## config.mk

```make
export PLATFORM = sky130hd
export DESIGN_NAME = plt_timebase
export DESIGN_NICKNAME = d
export VERILOG_FILES = /design/src/plt_pkg.sv /design/src/plt_timebase.sv
export VERILOG_INCLUDE_DIRS = /design/src
export SDC_FILE = /design/constraint.sdc
export NUM_CORES = 1
export LEC_CHECK = 0
export BUFFER_PORTS_ARGS = -buffer_cell sky130_fd_sc_hd__clkbuf_2
export CAP_MARGIN = 10
export CORE_MARGIN = 2
export CORE_UTILIZATION = 52
export DETAILED_ROUTE_END_ITERATION = 7
export GPL_TIMING_DRIVEN = 0
export PLACE_DENSITY = 0.76
export SETUP_SLACK_MARGIN = 0.3
export SLEW_MARGIN = 40
export SYNTH_ARGS = -nofsm -noshare
export SYNTH_HDL_FRONTEND = slang
export SYNTH_SLANG_ARGS = --single-unit
```

## constraint.sdc

```tcl
create_clock -name sys_clk -period 7.23 [get_ports sys_clk]
set_clock_uncertainty 0.05 [all_clocks]
set_input_delay 1.446 -clock sys_clk [delete_from_list [all_inputs] [get_ports sys_clk]]
set_output_delay 1.446 -clock sys_clk [all_outputs]
set_load 0.02 [all_outputs]
```

## src/plt_defines.svh

```systemverilog
/*
  timing, field and reset constants for the programmable length timebase.
  assumes inclusion by the package and the timebase module only.
*/
`ifndef PLT_DEFINES_SVH
`define PLT_DEFINES_SVH

`define PLT_CLK_PERIOD_NS 100
`define PLT_WIDTH 16
`define PLT_COUNT_RESET 16'h0000
`define PLT_PERIOD_RESET 16'h0000
`define PLT_MAX_8 16'h00ff
`define PLT_MAX_10 16'h03ff
`define PLT_MAX_12 16'h0fff
`define PLT_MAX_16 16'hffff
`define PLT_ONE 16'h0001
`define PLT_DIV_LIMIT_1 3'h0
`define PLT_DIV_LIMIT_2 3'h1
`define PLT_DIV_LIMIT_4 3'h3
`define PLT_DIV_LIMIT_8 3'h7

`endif

```

## src/plt_pkg.sv

```systemverilog
/*
  types for the programmable length timebase.
  assumes plt_defines.svh is reachable by bare name.
*/
package plt_pkg;
  `include "plt_defines.svh"

  typedef enum logic [1:0] {
    plt_mode_stop,
    plt_mode_up,
    plt_mode_cont,
    plt_mode_updown
  } plt_mode_t;

  typedef enum logic [1:0] {
    plt_len_16,
    plt_len_12,
    plt_len_10,
    plt_len_8
  } plt_len_t;

  typedef enum logic [1:0] {
    plt_src_ext,
    plt_src_aux,
    plt_src_submain,
    plt_src_alt
  } plt_src_t;

  typedef enum logic [1:0] {
    plt_div_1,
    plt_div_2,
    plt_div_4,
    plt_div_8
  } plt_div_t;

  typedef struct packed {
    plt_mode_t mode_control;
    plt_len_t length_select_field;
    plt_src_t clock_source_select;
    plt_div_t input_divider_select;
  } plt_cfg_t;

  typedef struct packed {
    logic wr;
    logic [15:0] data;
  } plt_write_t;
endpackage : plt_pkg

```

## src/plt_timebase.sv

```systemverilog
/*
  counter core of a capture/compare timer: count register, length, mode,
  clock source and divider, period latch of channel 0, channel 0 event and
  rollover flags.
  assumes all inputs synchronous to sys_clk; clock sources arrive as levels
  whose rising edges are detected here; software pulses are one cycle wide.
*/
// What this block does
// RULE1 - count register steps up or down on each selected timer clock edge
// RULE2 - software reads and writes the count; a write takes effect at once
// RULE3 - clear bit zeroes count, divider and the counting direction
// RULE4 - length select picks 8, 10, 12 or 16 bit width and maximum
// RULE5 - narrow widths store written counts right-aligned, upper bits zero
// RULE6 - clock source select picks auxiliary, submain or two external clocks
// RULE7 - input divider passes the clock or divides by 2, 4 or 8
// RULE8 - counting only while mode nonzero and selected clock runs
// RULE9 - zero period halts up and up/down modes; nonzero restarts from zero upward
// RULE10 - mode 00 stop, 01 up, 10 continuous, 11 up/down; stop holds count
// RULE11 - up mode counts zero to period then returns to zero
// RULE12 - entering up mode above period returns count to zero at once
// RULE13 - up mode: event flag at period, rollover flag on period to zero
// RULE14 - continuous mode wraps at maximum; rollover flag on that step
// RULE15 - continuous mode period latch acts as an ordinary compare
// RULE16 - new period below count rolls to zero, else counted up to
// RULE17 - only counting sets flags; direct count writes trigger nothing
// RULE18 - up/down mode counts up to period and back down to zero
// RULE19 - compare registers are double-buffered and loadable as a group
// RULE20 - every timer output can be switched to high impedance
// RULE21 - software stops the counter before changing configuration
// RULE22 - up/down: event flag on period-1 to period; rollover on one to zero
// RULE23 - up/down with period above maximum behaves as continuous mode
// RULE24 - flags stay set until software clears them
`timescale 1ns/1ps
`include "plt_defines.svh"
module plt_timebase (
  input wire logic sys_clk,
  input wire logic reset_n,
  input wire logic clk_en,
  input wire plt_pkg::plt_cfg_t cfg,
  input wire logic counter_clear_bit,
  input wire plt_pkg::plt_write_t count_write,
  input wire plt_pkg::plt_write_t compare_write,
  input wire logic group_load,
  input wire logic aux_clock,
  input wire logic submain_clock,
  input wire logic external_timer_clock,
  input wire logic alternate_external_clock,
  input wire logic event_flag_clear,
  input wire logic rollover_flag_clear,
  input wire logic output_hiz,
  output logic [15:0] count_register,
  output logic [15:0] period_latch,
  output logic [15:0] channel0_compare_buffer,
  output logic channel_event_flag,
  output logic rollover_flag,
  output logic count_down,
  output logic timer_out,
  output logic timer_out_en
);
  import plt_pkg::*;

  function automatic logic [15:0] len_max(input plt_len_t len);
    unique case (len)
      plt_len_8: len_max = `PLT_MAX_8;
      plt_len_10: len_max = `PLT_MAX_10;
      plt_len_12: len_max = `PLT_MAX_12;
      plt_len_16: len_max = `PLT_MAX_16;
    endcase
  endfunction : len_max

  logic src_prev;
  logic [2:0] div_cnt;
  logic buffer_pending;
  logic period_was_zero;
  logic prev_mode_up;

  wire logic [15:0] max_count = len_max(cfg.length_select_field); // RULE4
  wire logic src_level = (cfg.clock_source_select == plt_src_aux) ? aux_clock :
    (cfg.clock_source_select == plt_src_submain) ? submain_clock :
    (cfg.clock_source_select == plt_src_ext) ? external_timer_clock :
    alternate_external_clock; // RULE6
  wire logic src_rise = src_level & ~src_prev;
  wire logic [2:0] div_limit = (cfg.input_divider_select == plt_div_1) ? `PLT_DIV_LIMIT_1 :
    (cfg.input_divider_select == plt_div_2) ? `PLT_DIV_LIMIT_2 :
    (cfg.input_divider_select == plt_div_4) ? `PLT_DIV_LIMIT_4 :
    `PLT_DIV_LIMIT_8; // RULE7
  wire logic div_hit = src_rise && (div_cnt >= div_limit);
  wire logic mode_up = (cfg.mode_control == plt_mode_up);
  wire logic mode_cont = (cfg.mode_control == plt_mode_cont);
  wire logic mode_ud = (cfg.mode_control == plt_mode_updown);
  wire logic period_mode = mode_up || mode_ud;
  wire logic period_zero = (period_latch == `PLT_PERIOD_RESET);
  wire logic ud_as_cont = mode_ud && (period_latch > max_count); // RULE23
  // stop mode and a zero period in period modes halt the counter
  wire logic run = (cfg.mode_control != plt_mode_stop) &&
    !(period_mode && period_zero); // RULE8 RULE9 RULE10
  wire logic tick = run && div_hit; // RULE1
  wire logic wrap_cont = mode_cont || ud_as_cont; // RULE15
  wire logic up_top = mode_up && (count_register >= period_latch); // RULE11 RULE16
  wire logic ud_top = mode_ud && !ud_as_cont && !count_down &&
    (count_register >= period_latch); // RULE18
  wire logic ud_bottom = mode_ud && !ud_as_cont && count_down &&
    (count_register == `PLT_COUNT_RESET);
  wire logic enter_up_above = mode_up && !prev_mode_up &&
    (count_register > period_latch); // RULE12
  wire logic [15:0] count_up = (count_register + `PLT_ONE) & max_count;
  wire logic [15:0] count_dn = (count_register - `PLT_ONE) & max_count;
  wire logic [15:0] next_count = (wrap_cont && count_register >= max_count) ?
    `PLT_COUNT_RESET : up_top ? `PLT_COUNT_RESET :
    (ud_top || (count_down && !ud_bottom && mode_ud && !ud_as_cont)) ? count_dn :
    count_up; // RULE14 RULE18
  wire logic next_count_down = ud_top ? 1'b1 : ud_bottom ? 1'b0 :
    (mode_ud && !ud_as_cont) ? count_down : 1'b0;
  wire logic restart = period_mode && period_was_zero && !period_zero; // RULE9
  // flags follow only a step that lands; clear, write, up entry and restart own the count
  wire logic step = tick && !counter_clear_bit && !count_write.wr && !enter_up_above &&
    !restart; // RULE17
  wire logic hit_period = (next_count == period_latch);
  wire logic set_event = (step && mode_up && hit_period && !up_top) ||
    (step && mode_ud && !count_down && !ud_as_cont && hit_period && !ud_top) ||
    (step && wrap_cont && hit_period); // RULE13 RULE15 RULE22
  wire logic set_roll = step && (
    (mode_up && up_top) ||
    (wrap_cont && count_register >= max_count) ||
    (mode_ud && !ud_as_cont && count_down && count_register == `PLT_ONE)); // RULE13 RULE14 RULE22
  // a write made while group_load is high waits in the buffer for a lone group_load pulse
  wire logic hold_for_group = compare_write.wr && group_load; // RULE19
  wire logic load_period = compare_write.wr || (group_load && buffer_pending); // RULE19

  always_ff @(posedge sys_clk or negedge reset_n) begin
    if (!reset_n) begin
      src_prev <= 1'b0;
      div_cnt <= 3'h0;
      prev_mode_up <= 1'b0;
    end else if (clk_en) begin
      src_prev <= src_level;
      prev_mode_up <= mode_up;
      if (counter_clear_bit || div_hit) begin
        div_cnt <= 3'h0; // RULE3
      end else if (src_rise) begin
        div_cnt <= div_cnt + 3'h1;
      end
    end
  end

  always_ff @(posedge sys_clk or negedge reset_n) begin
    if (!reset_n) begin
      count_register <= `PLT_COUNT_RESET;
      count_down <= 1'b0;
      period_was_zero <= 1'b1;
    end else if (clk_en) begin
      period_was_zero <= period_zero;
      if (counter_clear_bit) begin
        count_register <= `PLT_COUNT_RESET; // RULE3
        count_down <= 1'b0;
      end else if (count_write.wr) begin
        count_register <= count_write.data & max_count; // RULE2 RULE5
      end else if (enter_up_above) begin
        count_register <= `PLT_COUNT_RESET;
      end else if (restart) begin
        count_register <= `PLT_COUNT_RESET; // RULE9
        count_down <= 1'b0;
      end else if (tick) begin
        count_register <= next_count;
        count_down <= next_count_down;
      end
    end
  end

  always_ff @(posedge sys_clk or negedge reset_n) begin
    if (!reset_n) begin
      channel0_compare_buffer <= `PLT_PERIOD_RESET;
      period_latch <= `PLT_PERIOD_RESET;
      buffer_pending <= 1'b0;
    end else if (clk_en) begin
      if (hold_for_group) begin
        channel0_compare_buffer <= compare_write.data; // RULE19
        buffer_pending <= 1'b1;
      end else if (compare_write.wr) begin
        channel0_compare_buffer <= compare_write.data;
        period_latch <= compare_write.data;
        buffer_pending <= 1'b0;
      end else if (load_period) begin
        period_latch <= channel0_compare_buffer;
        buffer_pending <= 1'b0;
      end
    end
  end

  always_ff @(posedge sys_clk or negedge reset_n) begin
    if (!reset_n) begin
      channel_event_flag <= 1'b0;
      rollover_flag <= 1'b0;
      timer_out <= 1'b0;
      timer_out_en <= 1'b0;
    end else if (clk_en) begin
      // a set in the same cycle as a clear wins
      if (set_event) begin
        channel_event_flag <= 1'b1; // RULE24
      end else if (event_flag_clear) begin
        channel_event_flag <= 1'b0;
      end
      if (set_roll) begin
        rollover_flag <= 1'b1; // RULE24
      end else if (rollover_flag_clear) begin
        rollover_flag <= 1'b0;
      end
      if (set_event) begin
        timer_out <= ~timer_out;
      end
      timer_out_en <= ~output_hiz; // RULE20
    end
  end
endmodule : plt_timebase

```

==> results.md <==
- Status: finished, final reports clean
- HPWL after DPL: around 12000 microns
- Clk slew on worst S/H paths: roughly 0.080 ns
- CP endpoint kind: register
- Largest net degree at the start of global routing: 39
- # port buffers: about 100
- Reg power frac: about a third
- Clock tree root buffer cell: clkbuf_8
- Average routed wire per standard cell: ~18 microns
- Nets: 818
- Detailed Route WL: 15700 microns
- TritonCTS clock tree: built
- Die Y-Extent: approximately 100 microns
- Tmin final: 6.06 ns
- Max-slew violation count: 0
- Logic pwr share: about two fifths
- Hold crit path type: reg2reg
- Vias: about 5200
- GRT overflow: 0
- Placed insts: 847
- Top post-synthesis cells by area: dfrtp_1, ha_1, mux2i_1
- Net Sw Power: around 580 uW
- Cts repair resizes: 0
- Final Hold Vio Count: 0
- Register area share after synthesis: between 20% and 30%
- Ys async rst share: 100%
- Synthesized area: 0.00510 sq mm
- M3 GR Usage: 5.97%
- Synthesized-area fraction occupied by adder cells: about a tenth
- Cell Pwr Density: between 200 and 250 mW/mm^2
- WP data arrival: roughly 6.3 ns
- CTS Sinks: 60
- Hold buffer count at CTS: 0
- Post-DRT Antenna Nets: 0
- Crit path max fanout: 10
- Die W: between 100 and 150 microns
- Via density per instance: between 5 and 6
- Clock Tree Buf Depth: 2
- VDD IR max: between 150 and 200 uV
- Largest area contributor in the netlist: dfrtp_1
- Setup TNS: 0 ns
- Boundary Pins: about 110
- Max Clk Rate: approximately 160 MHz
- M2 GR Usage: roughly half
- Top cell type's share of synthesized area: 29.0%
- Gpl congestion: around 0.97
- Clock share of power: between 20% and 30%
- Worst setup SP type: input pin
- Ant diodes: 0
- Leakage: between 0.002 and 0.003 uW
- Initial drt markers: around 290
- Pre-antenna DRT Iters: 5
- # Post-CTS Setup Buffers: 0
- Distinct cells, synth: 70
- Synth Area in XOR/XNOR: 4.47%
- Post-synthesis compound-gate area fraction: between 20% and 30%
- H-Tree Level Count: 3
- GRT Total Usage: 30.1%
- Simple-Gate Fraction of Synth Area: 21.3%
- Global-route wire length before repair: roughly 25000 microns
- Commonest register cell after synthesis: dfrtp_1
- Met1 Track Usage GR: between 30% and 40%
- Type of the worst setup path: in2reg
- Die area: around 0.011 sq mm
- Synth Warn #: 0
- Mapped Avg Cell Area: ~8.3 sq um
- Number of global-route vias before repair: approximately 4900
- Most Crowded Layer GR: met2
- # DRC: 0
- Switch share: between 40% and 50%
- Tot Pwr: 1340 uW
- Cell internal pwr: 756 uW
- Initial Util: ~53%
- Initial antenna violation count: 0
- Post-synth EDFFs: 0
- Flops & latches, synth: 60
- Non-Filler Instances: 863
- Clk_lat worst skew: 0.35 ns
- Largest family of logic cells by synthesized area: simple AND/OR/NAND/NOR gates
- # rows: 36
- Area growth syn-to-layout: 17.8%
- Slew headroom: between 40% and 50%
- Commonest non-fill, non-tap cell in the layout: clkbuf_2
- Post-Route Utilization: around 62%
- Final critical-path share of the clock period: 83.8%
- Worst EP required: 7.44 ns
- RSZ-0062 raised after global routing: no
- Max Cap Violations: 0
- Worst Tran Pin Value: ~0.84 ns
- Mux contribution to synthesized area: about a tenth
- Core Area: 0.00964 sq mm
- CTS Buf Count: 9
- Net count after synthesis: 704
- Most frequent cells in the layout: clkbuf_2, nand2_1, dfrtp_1
- Layout cells sized above 1: about 22%
- Gate count after technology mapping: just over 600
- Setup violators final: 0
[cell type report]
type	instances	area, sq um
fillers	888	3630
multi-input cells	483	3330
flip-flops and latches	60	1500
repair buffers	103	533
well taps	133	166
inverters	39	146
plain buffers	29	129
clock buffers	10	128
clock inverters	6	72.6
[critical path: stages]
cell,delay (ns)
clkbuf_2,0.14
clkbuf_1,0.26
nor2_1,0.44
inv_1,0.28
ha_1,0.39
nand4_1,0.12
or4_1,0.55
o211ai_2,0.18
a21boi_0,0.18
a22oi_1,0.68
clkbuf_1,0.46
nand3_1,0.37
clkbuf_1,0.33
nor2_1,0.17
a21oi_1,0.06
o31ai_1,0.21
[metrics by stage]
| step | hold slack [ns] | setup WS [ns] | area, sq um |
|---|---|---|---|
| 3_3_place_gp | 0.407 | 1.01 | 5780 |
| 5_1_grt | 0.460 | 0.862 | 6010 |
| 2_1_floorplan | 0.431 | 2.06 | 5100 |
| 3_5_place_dp | 0.419 | 0.893 | 5800 |
| 6_report | 0.436 | 1.17 | 6010 |
| 4_1_cts | 0.438 | 1.28 | 6000 |
[flip-flops by register name, summed over array words and instances, names as in the netlist]
name and cells:
timer_out 1, count_register 16, timer_out_en 1, rollover_flag 1, period_latch 16, channel_event_flag 1
period_was_zero 1, buffer_pending 1, src_prev 1, channel0_compare_buffer 16, prev_mode_up 1, count_down 1
div_cnt 3
[power groups by stage]
stage	Combinational (uW)	Sequential [uW]	Clock (uW)
finish	542	470	324
global route	596	478	341
CTS	538	468	327
detailed placement	536	474	0
global placement	521	470	0
floorplan	323	501	0
[Yosys cell counts (all sizes together) (3+ instances only)]
master	instances
mux2i	26
xnor2	17
inv	39
nand2	65
buf	6
nand4	12
a2bb2oi	3
o21ai	49
a21oi	47
a211oi	3
o22ai	6
xor2	9
a41oi	4
and4	4
or4	3
mux2	19
nand2b	5
nor2b	11
nand3	19
nor2	33
and2	3
a22oi	5
o31ai	3
or3	6
a21o	7
ha	39
nor3	25
nor4	10
clkbuf	23
o211ai	7
a31oi	5
and3	4
dfrtp	59
or2	5
[path summary, 6_finish.rpt]
kind | from | to | slack [ns] | cells past startpoint
worst min register to register | rollover_flag | rollover_flag | 0.44 | 1
worst max-delay path | cfg[5] | count_register[11] | 1.17 | 16
worst min-delay path | rollover_flag | rollover_flag | 0.44 | 1
min in group asynchronous | reset_n | count_register[10] | 0.96 | 1
worst max register to register | period_latch[9] | count_register[11] | 2.59 | 13
max in group asynchronous | reset_n | period_was_zero | 5.60 | 2
[layer usage]
metal  routed length (microns)  vias up
li1                          -     2472
met1                      6630     2431
met2                      7360      226
met3                      1200       38
met4                       529        0
met5                         0        -
[kinds of logic after synthesis]
family                   count (synthesis)
multiplexers                            46
adder cells (fa/ha/maj)                 39
AND/OR/NAND/NOR                        211
AO/OA/AOI/OAI                          161
flip-flops                              60
XOR/XNOR                                26
buffers and inverters                   68
No activity file was read; power rests on OpenSTA's default activity.
